$ cat src/core/ctrl_pkg.sv
// constants for the two-wire controller enable, abort and status slice
package ctrl_pkg;
   // register byte addresses
   localparam logic [31:0] STOP_CLR_ADDR = 32'h5000_1360;
   localparam logic [31:0] START_CLR_ADDR = 32'h5000_1364;
   localparam logic [31:0] GCALL_CLR_ADDR = 32'h5000_1368;
   localparam logic [31:0] ENABLE_ADDR = 32'h5000_136C;
   localparam logic [31:0] STATUS_ADDR = 32'h5000_1370;
   localparam logic [31:0] TXABRT_CLR_ADDR = 32'h5000_1354;
   // raw interrupt status positions
   localparam int TX_ABRT_BIT = 6;
   localparam int STOP_BIT = 9;
   localparam int START_BIT = 10;
   localparam int GCALL_BIT = 11;
   localparam int RAW_W = 12;
   // enable register fields
   localparam int EN_BIT = 0;
   localparam int ABORT_BIT = 1;
   localparam logic EN_RST = 1'h0;
   localparam logic ABORT_RST = 1'h0;
   // status register fields
   localparam int ST_ACT_BIT = 0;
   localparam int ST_TX_NOT_FULL_BIT = 1;
   localparam int ST_TX_EMPTY_BIT = 2;
   localparam int ST_RX_NOT_EMPTY_BIT = 3;
   localparam int ST_RX_FULL_BIT = 4;
   localparam int ST_MST_BIT = 5;
   localparam int ST_SLV_BIT = 6;
   // fifo geometry and level width
   localparam int LVL_W = 6;
   localparam logic [5:0] FIFO_DEPTH = 6'h20;
   localparam int DATA_W = 16;
   // enable takes effect this many clocks after the register
   localparam int EN_DELAY = 2;
   typedef enum logic [1:0]
   {
      AB_IDLE = 2'b00,
      AB_WAIT = 2'b01,
      AB_STOP = 2'b10,
      AB_DONE = 2'b11
   } abort_t;
endpackage

$ cat src/core/ctrl_slice.sv
// enable, abort, stop/start/general-call clear and status logic of the two-wire controller
//
// Operation
// - reading the stop clear register clears raw stop bit 9
// - reading the start clear register clears raw start bit 10
// - reading the general-call clear register clears raw bit 11
// - abort write ignored unless controller enable already set
// - software cannot clear abort once set
// - abort finishes transfer, issues STOP, flushes transmit fifo, raises transmit abort
// - hardware clears abort when abort completes
// - abort reads 1 during abort, otherwise 0; resets to 0
// - enable bit 0 resets 0; while 0 both fifos held erased (here the transmit fifo only once master not busy)
// - masked interrupt bits stay active after disable until idle
// - disabled while transmitting: finish transfer, stop, discard transmit data
// - disabled while receiving: stop after current byte, no acknowledge
// - enable and disable take effect two clocks later
// - status bit 6 shows slave state machine busy
// - status bit 5 shows master state machine busy
// - status bit 4 shows receive fifo full; resets 0
// - status bit 3 shows receive fifo not empty
// - status bit 2 shows transmit fifo empty; resets 1; no interrupt
// - status bit 1 shows transmit fifo not full; resets 1
// - transmit abort clear read clears bit 6, source, releases fifo
//
// Our own choice: the address-and-strobe port.
`timescale 1ns/100ps
module ctrl_slice
(
   // clock and reset
   input wire logic CLK,
   input wire logic RESETN,
   // register port
   input wire logic [31:0] ADDR,
   input wire logic [15:0] WDATA,
   input wire logic WR,
   input wire logic RD,
   output logic [15:0] RDATA,
   // two-wire bus pins, observed only
   input wire logic SCL_IN,
   input wire logic SDA_IN,
   // state from the rest of the unit
   input wire logic MASTER_BUSY,
   input wire logic SLAVE_BUSY,
   input wire logic RECEIVING,
   input wire logic BYTE_DONE,
   input wire logic BROADCAST_CALL_SET,
   input wire logic [5:0] TX_LEVEL,
   input wire logic [5:0] RX_LEVEL,
   input wire logic [11:0] INTR_MASK,
   // controls to the rest of the unit
   output logic CTRL_ENABLED,
   output logic STOP_REQ,
   output logic RX_NACK,
   output logic TX_FLUSH,
   output logic RX_FLUSH,
   output logic ABORT_SRC_CLEAR,
   output logic [11:0] RAW_STATUS,
   output logic [11:0] MASKED_STATUS
);
   logic scl_s1_q, scl_s2_q, scl_s3_q;
   logic sda_s1_q, sda_s2_q, sda_s3_q;
   logic bus_start, bus_stop;
   logic en_q, en_p1_q, abort_q;
   logic [11:0] raw_q, raw_d;
   logic rd_stop, rd_start, rd_gcall, rd_txabrt, wr_en;
   logic txabrt_hold_q, dis_stop_q;
   logic [15:0] rdata_d, status_v;
   ctrl_pkg::abort_t ab_q, ab_d;

   // pins cross into CLK through two flops; the third only remembers the old level for edges
   always_ff @(posedge CLK)
   begin
      if (!RESETN)
      begin
         scl_s1_q <= 1'h1;
         scl_s2_q <= 1'h1;
         scl_s3_q <= 1'h1;
         sda_s1_q <= 1'h1;
         sda_s2_q <= 1'h1;
         sda_s3_q <= 1'h1;
      end
      else
      begin
         scl_s1_q <= SCL_IN;
         scl_s2_q <= scl_s1_q;
         scl_s3_q <= scl_s2_q;
         sda_s1_q <= SDA_IN;
         sda_s2_q <= sda_s1_q;
         sda_s3_q <= sda_s2_q;
      end
   end

   assign bus_start = scl_s2_q && scl_s3_q && sda_s3_q && !sda_s2_q;
   assign bus_stop = scl_s2_q && scl_s3_q && !sda_s3_q && sda_s2_q;

   assign rd_stop = RD && (ADDR == ctrl_pkg::STOP_CLR_ADDR);
   assign rd_start = RD && (ADDR == ctrl_pkg::START_CLR_ADDR);
   assign rd_gcall = RD && (ADDR == ctrl_pkg::GCALL_CLR_ADDR);
   assign rd_txabrt = RD && (ADDR == ctrl_pkg::TXABRT_CLR_ADDR);
   assign wr_en = WR && (ADDR == ctrl_pkg::ENABLE_ADDR);

   // enable register; the unit sees it two clocks later
   always_ff @(posedge CLK)
   begin
      if (!RESETN)
      begin
         en_q <= ctrl_pkg::EN_RST;
         en_p1_q <= ctrl_pkg::EN_RST;
         CTRL_ENABLED <= ctrl_pkg::EN_RST;
      end
      else
      begin
         if (wr_en)
         begin
            en_q <= WDATA[ctrl_pkg::EN_BIT];
         end
         en_p1_q <= en_q;
         CTRL_ENABLED <= en_p1_q;
      end
   end

   // abort bit: only software sets it, only the sequencer clears it; a set wins a same-cycle clear
   always_ff @(posedge CLK)
   begin
      if (!RESETN)
      begin
         abort_q <= ctrl_pkg::ABORT_RST;
      end
      else if (wr_en && WDATA[ctrl_pkg::ABORT_BIT] && en_q)
      begin
         abort_q <= 1'h1;
      end
      else if (ab_q == ctrl_pkg::AB_DONE)
      begin
         // self clear; zero writes never land here
         abort_q <= 1'h0;
      end
   end

   // abort sequence: let the byte finish, stop the bus, then flush
   always_comb
   begin
      ab_d = ab_q;
      unique case (ab_q)
         ctrl_pkg::AB_IDLE:
         begin
            if (abort_q)
            begin
               ab_d = ctrl_pkg::AB_WAIT;
            end
         end
         ctrl_pkg::AB_WAIT:
         begin
            if (BYTE_DONE || !MASTER_BUSY)
            begin
               ab_d = ctrl_pkg::AB_STOP;
            end
         end
         ctrl_pkg::AB_STOP:
         begin
            if (bus_stop || !MASTER_BUSY)
            begin
               ab_d = ctrl_pkg::AB_DONE;
            end
         end
         ctrl_pkg::AB_DONE:
         begin
            ab_d = ctrl_pkg::AB_IDLE;
         end
      endcase
   end

   always_ff @(posedge CLK)
   begin
      if (!RESETN)
      begin
         ab_q <= ctrl_pkg::AB_IDLE;
      end
      else
      begin
         ab_q <= ab_d;
      end
   end

   // disable while busy: hold off the stop until the current byte ends
   always_ff @(posedge CLK)
   begin
      if (!RESETN)
      begin
         dis_stop_q <= 1'h0;
      end
      else if (CTRL_ENABLED || !MASTER_BUSY)
      begin
         dis_stop_q <= 1'h0;
      end
      else if (BYTE_DONE)
      begin
         dis_stop_q <= 1'h1;
      end
   end

   // transmit fifo stays flushed after an abort until software reads the abort clear
   always_ff @(posedge CLK)
   begin
      if (!RESETN)
      begin
         txabrt_hold_q <= 1'h0;
      end
      else if (ab_q == ctrl_pkg::AB_DONE)
      begin
         txabrt_hold_q <= 1'h1;
      end
      else if (rd_txabrt)
      begin
         txabrt_hold_q <= 1'h0;
      end
   end

   // sticky raw bits; hardware set beats the read clear in the same cycle
   always_comb
   begin
      raw_d = raw_q;
      raw_d[ctrl_pkg::STOP_BIT] = bus_stop || (raw_q[ctrl_pkg::STOP_BIT] && !rd_stop);
      raw_d[ctrl_pkg::START_BIT] = bus_start || (raw_q[ctrl_pkg::START_BIT] && !rd_start);
      raw_d[ctrl_pkg::GCALL_BIT] = BROADCAST_CALL_SET || (raw_q[ctrl_pkg::GCALL_BIT] && !rd_gcall);
      // transmit abort raised after abort, cleared on read
      raw_d[ctrl_pkg::TX_ABRT_BIT] = (ab_q == ctrl_pkg::AB_DONE) || (raw_q[ctrl_pkg::TX_ABRT_BIT] && !rd_txabrt);
   end

   always_ff @(posedge CLK)
   begin
      if (!RESETN)
      begin
         raw_q <= 12'h000;
      end
      else
      begin
         raw_q <= raw_d;
      end
   end

   // controls to the unit, all registered
   always_ff @(posedge CLK)
   begin
      if (!RESETN)
      begin
         STOP_REQ <= 1'h0;
         RX_NACK <= 1'h0;
         TX_FLUSH <= 1'h1;
         RX_FLUSH <= 1'h1;
         ABORT_SRC_CLEAR <= 1'h0;
         RAW_STATUS <= 12'h000;
         MASKED_STATUS <= 12'h000;
      end
      else
      begin
         STOP_REQ <= (ab_q == ctrl_pkg::AB_STOP) || dis_stop_q;
         // no acknowledge for the last byte
         RX_NACK <= !CTRL_ENABLED && RECEIVING;
         // flush from the abort's last cycle on, so no gap before the hold takes over
         TX_FLUSH <= (!CTRL_ENABLED && !MASTER_BUSY) || txabrt_hold_q || (ab_q == ctrl_pkg::AB_DONE);
         RX_FLUSH <= !CTRL_ENABLED;
         ABORT_SRC_CLEAR <= rd_txabrt;
         RAW_STATUS <= raw_q;
         // masked bits live on until disabled and idle
         MASKED_STATUS <= (CTRL_ENABLED || MASTER_BUSY || SLAVE_BUSY) ? (raw_q & INTR_MASK) : 12'h000;
      end
   end

   // status word; bit 2 is report only and feeds no interrupt
   always_comb
   begin
      status_v = 16'h0000;
      status_v[ctrl_pkg::ST_ACT_BIT] = MASTER_BUSY || SLAVE_BUSY;
      status_v[ctrl_pkg::ST_TX_NOT_FULL_BIT] = TX_LEVEL != ctrl_pkg::FIFO_DEPTH;
      status_v[ctrl_pkg::ST_TX_EMPTY_BIT] = TX_LEVEL == 6'h00;
      status_v[ctrl_pkg::ST_RX_NOT_EMPTY_BIT] = RX_LEVEL != 6'h00;
      status_v[ctrl_pkg::ST_RX_FULL_BIT] = RX_LEVEL == ctrl_pkg::FIFO_DEPTH;
      status_v[ctrl_pkg::ST_MST_BIT] = MASTER_BUSY;
      status_v[ctrl_pkg::ST_SLV_BIT] = SLAVE_BUSY;
   end

   always_comb
   begin
      rdata_d = 16'h0000;
      if (RD)
      begin
         unique case (ADDR)
            ctrl_pkg::STOP_CLR_ADDR: rdata_d[0] = raw_q[ctrl_pkg::STOP_BIT];
            ctrl_pkg::START_CLR_ADDR: rdata_d[0] = raw_q[ctrl_pkg::START_BIT];
            ctrl_pkg::GCALL_CLR_ADDR: rdata_d[0] = raw_q[ctrl_pkg::GCALL_BIT];
            ctrl_pkg::TXABRT_CLR_ADDR: rdata_d[0] = raw_q[ctrl_pkg::TX_ABRT_BIT];
            ctrl_pkg::ENABLE_ADDR:
            begin
               rdata_d[ctrl_pkg::EN_BIT] = en_q;
               rdata_d[ctrl_pkg::ABORT_BIT] = abort_q;
            end
            ctrl_pkg::STATUS_ADDR: rdata_d = status_v;
            default: rdata_d = 16'h0000;
         endcase
      end
   end

   // read data only in the cycle after the strobe
   always_ff @(posedge CLK)
   begin
      if (!RESETN)
      begin
         RDATA <= 16'h0000;
      end
      else
      begin
         RDATA <= rdata_d;
      end
   end

   stop_clear_a: assert property (@(posedge CLK) disable iff (!RESETN)
      rd_stop && !bus_stop |=> !raw_q[ctrl_pkg::STOP_BIT]) else $error("stop bit survived its clear read");
   start_clear_a: assert property (@(posedge CLK) disable iff (!RESETN)
      rd_start && !bus_start |=> !raw_q[ctrl_pkg::START_BIT]) else $error("start bit survived its clear read");
   gcall_clear_a: assert property (@(posedge CLK) disable iff (!RESETN)
      rd_gcall && !BROADCAST_CALL_SET |=> !raw_q[ctrl_pkg::GCALL_BIT]) else $error("general call bit not cleared");
   abort_gate_a: assert property (@(posedge CLK) disable iff (!RESETN)
      wr_en && !en_q && !abort_q |=> !abort_q) else $error("abort set while disabled");
   abort_hold_a: assert property (@(posedge CLK) disable iff (!RESETN)
      abort_q && ab_q != ctrl_pkg::AB_DONE |=> abort_q) else $error("abort cleared early");
   abort_done_a: assert property (@(posedge CLK) disable iff (!RESETN)
      ab_q == ctrl_pkg::AB_DONE && !wr_en |=> raw_q[ctrl_pkg::TX_ABRT_BIT] && !abort_q && TX_FLUSH)
      else $error("abort end not flagged");
   enable_delay_a: assert property (@(posedge CLK) disable iff (!RESETN)
      $rose(en_q) ##0 (RESETN [*2]) |-> ##1 CTRL_ENABLED) else $error("enable delay wrong");
   rx_erase_a: assert property (@(posedge CLK) disable iff (!RESETN)
      !CTRL_ENABLED |=> RX_FLUSH) else $error("rx fifo not erased when disabled");
   tx_empty_read_a: assert property (@(posedge CLK) disable iff (!RESETN)
      RD && ADDR == ctrl_pkg::STATUS_ADDR |=> RDATA[ctrl_pkg::ST_TX_EMPTY_BIT] == ($past(TX_LEVEL) == 6'h00))
      else $error("tx empty status wrong");
endmodule

$ cat config.mk
export PLATFORM = sky130hd
export DESIGN_NAME = ctrl_slice
export DESIGN_NICKNAME = d
export VERILOG_FILES = /design/src/core/ctrl_pkg.sv /design/src/core/ctrl_slice.sv
export SDC_FILE = /design/constraint.sdc
export NUM_CORES = 1
export LEC_CHECK = 0
export BUFFER_PORTS_ARGS = -buffer_cell sky130_fd_sc_hd__buf_4
export CORE_MARGIN = 2
export CORE_UTILIZATION = 35
export CTS_BUF_LIST = sky130_fd_sc_hd__clkbuf_2 sky130_fd_sc_hd__clkbuf_4 sky130_fd_sc_hd__clkbuf_8
export CTS_CLUSTER_DIAMETER = 50
export DETAILED_ROUTE_END_ITERATION = 10
export PLACE_DENSITY = 0.79
export SLEW_MARGIN = 20
export SYNTH_ARGS = -nofsm -noshare
export SYNTH_HDL_FRONTEND = slang
export SYNTH_SLANG_ARGS = --single-unit
$ cat constraint.sdc
create_clock -name CLK -period 6.8 [get_ports CLK]
set_clock_uncertainty 0.05 [all_clocks]
set_input_delay 2.04 -clock CLK [delete_from_list [all_inputs] [get_ports CLK]]
set_output_delay 2.04 -clock CLK [all_outputs]
set_load 0.02 [all_outputs]
# Word level (Yosys, flattened, before mapping)
# Cells that the tools add are included.
# word_totals
ff_bits	55
out_inout_bits	46
# op_classes
n_eq_ne	14
n_mux	10
bitwise	2
n_reduce_logical	49
# ops
operator	n
$eq 32x31->1 const B	6
$logic_and 1x1->1	18
$logic_or 1x1->1	13
$and 12x12->12	1
$logic_not 1->1	8
$pmux 2 s4	1
$eq 6x6->1 const B	1
$logic_not 6->1	1
$mux 2	3
$ne 2x2->1 const B	3
$ne 6x6->1 const B	1
$pmux 1 s6	1
$reduce_and 3->1	2
$reduce_bool 6->1	1
$eq 2x2->1 const B	2
$mux 1	4
$reduce_and 2->1	2
$reduce_bool 2->1	2
$eq 2x1->1 const B	1
$logic_not 2->1	1
$pmux 1 s2	1
$reduce_or 2->1	1
$not 1->1	1

# Logic depth before layout (Yosys ltp)
# depth
word_depth	6
depth_mapped	6
mapped_depth_nobuf	6

# Worst setup path after synthesis
# OpenSTA, ideal clock, no wires.
# synth_path
path_kind	input to register
from	input ADDR[1]
to	register RDATA[2]
setup_ns	0.089
arrival_time_ns	3.542
t_required_ns	6.661
path_slack_ns	3.118
stages	5
cell_sequence	or4b_1 > buf_2 > or4b_4 > nand4bb_1 > nor4_2
# synth_between
elab_chain_len	2
# synth_lines
element	line_no	text
from (decl)	ctrl_slice.sv:33	input wire logic [31:0] ADDR,
$eq 32x31->1	ctrl_slice.sv:288	unique case (ADDR)
$reduce_and 3->1 (no line)	-	
to (signal assigned)	ctrl_slice.sv:313	RDATA <= rdata_d;
to (decl)	ctrl_slice.sv:37	output logic [15:0] RDATA,
# No other way between the ends.
# A chain may end at the register's enable or synchronous reset.

# Final worst setup path
# layout_path
from	input ADDR[1]
to	register en_q
# layout_between
elab_chain_len	2
# layout_lines
element	line_no	text
$eq 32x31->1	ctrl_slice.sv:100	assign wr_en = WR && (ADDR == ctrl_pkg::ENABLE_ADDR);
$logic_and 1x1->1	ctrl_slice.sv:100	
to (signal assigned)	ctrl_slice.sv:107	en_q <= ctrl_pkg::EN_RST;
to (signal assigned)	ctrl_slice.sv:115	en_q <= WDATA[ctrl_pkg::EN_BIT];
to (decl)	ctrl_slice.sv:63	logic en_q, en_p1_q, abort_q;
# No other way between the ends.

==> impl_results.rst <==
.. list-table::
   :header-rows: 1

   * - Metric
     - Value
   * - Post-synth ARST share
     - 0
   * - M3 GR Usage
     - 0.0542
   * - First-iteration detailed-routing DRC count
     - 77
   * - CTS Buf Count
     - 5
   * - Horiz. Die Dim
     - 74.1 um
   * - Leakage power total
     - 0.00113 uW
   * - Overflow left after global routing
     - 0
   * - Global routing met1 resource utilization
     - 0.145
   * - Classification of the worst-slack hold path
     - reg -> reg
   * - Arrival time at the worst endpoint
     - 3.82 ns
   * - Row Count
     - 25
   * - Maximum number of pins on one net before global-route repair
     - 31
   * - Total of hold buffers inserted after clock tree synthesis
     - 0
   * - Worst setup path category
     - in -> reg
   * - Final total negative setup slack
     - 0 ns
   * - Final hold violation count
     - 0
   * - CP startpoint kind
     - input port
   * - Iteration count of the initial detailed-routing pass
     - 4
   * - Final number of setup-violating endpoints
     - 0
   * - Mapped Avg Cell Area
     - 9.50 um2
   * - Power density over the cells
     - 191 nW/um2
   * - Cell types occupying the most area after synthesis
     - dfxtp_1, buf_4, ha_1
   * - Count of flip-flops with a built-in enable after synthesis
     - 0
   * - TritonCTS clock tree
     - done
   * - Hold path cells
     - 1
   * - Data required time at the worst endpoint
     - 6.97 ns
   * - Initial core utilization
     - 0.364
   * - Number of vias per cell
     - 4.43
   * - Core region area
     - 4720 um2
   * - Total DRC errors in the routed layout
     - 0
   * - Fin. max-slew vios
     - 0
   * - Critical Path Slowest Stage Cell
     - or4b_1
   * - Synth Register Bits
     - 38
   * - Result of the run
     - complete, no violations
   * - Worst IR drop on VDD
     - 0.0000861 V
   * - Post-synth cell types
     - 44
   * - Per-cell routed wire length
     - 11.1 um
   * - WHS
     - 0.363 ns
   * - Most instantiated cells after synthesis
     - dfxtp_1, buf_4, inv_1, nand2_1
   * - ANT cells
     - 0
   * - Total number of clock tree sinks
     - 38
   * - Post-synth top area share
     - 0.442
   * - Vias in the first global route
     - 1371
   * - Number of setup buffers added after CTS
     - 0
   * - Area of the die
     - 5490 um2
   * - Layout Area Growth over Synthesis
     - 39.1%
   * - Share of layout cells above drive strength 1
     - 0.362
   * - Slew at the pin with the worst max-slew slack
     - 0.551 ns
   * - Wire length of the first global-routing pass
     - 5880 um
   * - Routed via count
     - 1472
   * - Part of the Yosys area used for sequential elements
     - 0.442
   * - Global-route total usage across every layer
     - 0.139
   * - Synth warn
     - 0
   * - Count of port buffers added during placement
     - 81
   * - Worst relative slew slack
     - 0.630
   * - Number of cells on the critical path
     - 5
   * - Peak per-stage delay on the critical path
     - 0.62 ns
   * - Number of antenna violations at the first check in global routing
     - 0
   * - Clk pin slew, worst setup/hold paths
     - 0.07 ns
   * - Synthesized area
     - 1720 um2
   * - H-tree depth reported by CTS
     - 2
   * - Worst-Skew Late Latency
     - 0.29 ns
   * - Cells resized by post-CTS repair
     - 0
   * - Routed wire length
     - 3680 um
   * - Routing usage on met2
     - 0.257
   * - Die boundary height
     - 74.1 um
   * - Clock Root Buffer
     - clkbuf_8
   * - WP buf/inv
     - 1
   * - Min Clock Period, post-route
     - 3.66 ns
   * - Detail Route Antenna Nets
     - 0
   * - Global-route layer with the greatest usage
     - met2
   * - Io pins
     - 129
   * - Period utilisation layout
     - 0.538
   * - Count of max-cap constraint violations
     - 0
   * - Library cell occupying the most area in the post-synthesis netlist
     - dfxtp_1
   * - Final #Nets
     - 351
   * - Worst path cell trace
     - buf_4 -> or4b_1 -> nor3_1 -> nor4b_1 -> mux2i_1
   * - Critical path's top delay family
     - simple AND/OR/NAND/NOR gates
   * - Cell count after synthesis
     - 181
   * - RSZ-0062 raised after global routing
     - no
   * - Detailed placement HPWL
     - 2980 um
   * - Maximum frequency from static timing analysis
     - 273 MHz
   * - Longest Clk Path Bufs
     - 2
   * - Leading register cell type out of synthesis
     - dfxtp_1
   * - Global placer's final weighted congestion
     - 0.740
   * - Element type at the critical path end
     - flop
   * - Worst Path Max Fanout
     - 6
   * - Leading cell type by number of instances after synthesis
     - dfxtp_1
   * - Cells on worst reg2reg path
     - 6
==> report_power, final <==
part / internal [uW] / leakage, uW / switching [uW]
clock network: 81.4 / 0.0000472 / 76.0
registers: 228 / 0.000309 / 3.02
logic: 34.6 / 0.000769 / 33.4
==> path summary, 6_finish.rpt <==
kind	from	endpoint	slack, ns
worst max-delay path	ADDR[1]	en_q$_SDFFE_PN0P_	3.14
worst min-delay path	sda_s1_q$_SDFF_PN1_	sda_s2_q$_SDFF_PN1_	0.36
worst max register to register	ab_q[0]$_SDFFE_PN0P_	ab_q[1]$_SDFFE_PN0P_	5.39
worst min register to register	sda_s1_q$_SDFF_PN1_	sda_s2_q$_SDFF_PN1_	0.36
==> metal layers <==
metal | wire length (um) | up-vias
met5 | 0 | -
met4 | 38 | 0
met3 | 284 | 5
met2 | 1880 | 57
met1 | 1480 | 666
li1 | - | 744
==> stage by stage <==
stage	total power [uW]	setup WS (ns)	cell area, um2	cells	util
after global placement	302	2.84	2300	324	0.487
after floorplan	280	3.12	1810	205	-
final	457	3.14	2390	332	0.507
after detailed placement	304	2.84	2300	324	0.487
after CTS	461	3.13	2390	332	0.507
after global routing	476	3.00	2390	332	0.507
==> state kept, by name, summed over array words and instances, names as in the netlist <==
register	cells
dis_stop_q	1
abort_q	1
sda_s1_q	1
sda_s2_q	1
raw_q	4
en_p1_q	1
RX_NACK	1
CTRL_ENABLED	1
txabrt_hold_q	1
scl_s2_q	1
scl_s3_q	1
TX_FLUSH	1
MASKED_STATUS	4
ab_q	2
scl_s1_q	1
RDATA	7
sda_s3_q	1
STOP_REQ	1
ABORT_SRC_CLEAR	1
RAW_STATUS	4
en_q	1
RX_FLUSH	1
==> cells in the final DEF, fill, tap and decap left out, types with 3 or more instances in the layout <==
| cell type | netlist | layout |
|---|---|---|
| ha_1 | 4 | 4 |
| and2_1 | 6 | 6 |
| nor3_1 | 5 | 5 |
| o21ai_0 | 6 | 6 |
| inv_1 | 11 | 11 |
| nor4b_1 | 3 | 3 |
| and3_1 | 6 | 6 |
| clkbuf_8 | 0 | 6 |
| buf_4 | 25 | 81 |
| nor2b_1 | 3 | 3 |
| nand2_1 | 11 | 11 |
| nor3b_1 | 3 | 3 |
| nor2_1 | 7 | 7 |
| conb_1 | 1 | 25 |
| dfxtp_1 | 38 | 38 |
| nor4bb_1 | 3 | 3 |
| a31oi_1 | 4 | 4 |
| nor4_1 | 3 | 3 |
| nand2b_1 | 7 | 7 |
| mux2i_1 | 3 | 3 |
==> cells by family (layout without fill, tap and decap cells) <==
| group | Yosys count | count (layout) | share of synthesized area |
|---|---|---|---|
| compound gates | 23 | 23 | 0.0916 |
| mux | 3 | 3 | 0.0175 |
| flops | 38 | 38 | 0.442 |
| simple gates | 72 | 72 | 0.275 |
| fa+ha+maj | 4 | 4 | 0.0291 |
| other cells | 1 | 25 | 0.00218 |
| buf+inv | 40 | 100 | 0.143 |
==> cell type report <==
cell class              instances  area, um2
clock buffers                   6       82.6
clock inverters                 2       12.5
fillers                       450       2330
inverters                      11       41.3
multi-input cells             127        805
flip-flops and latches         38        761
well taps                      67       83.8
repair buffers                 81        608
(Power assumes the default switching activity.)
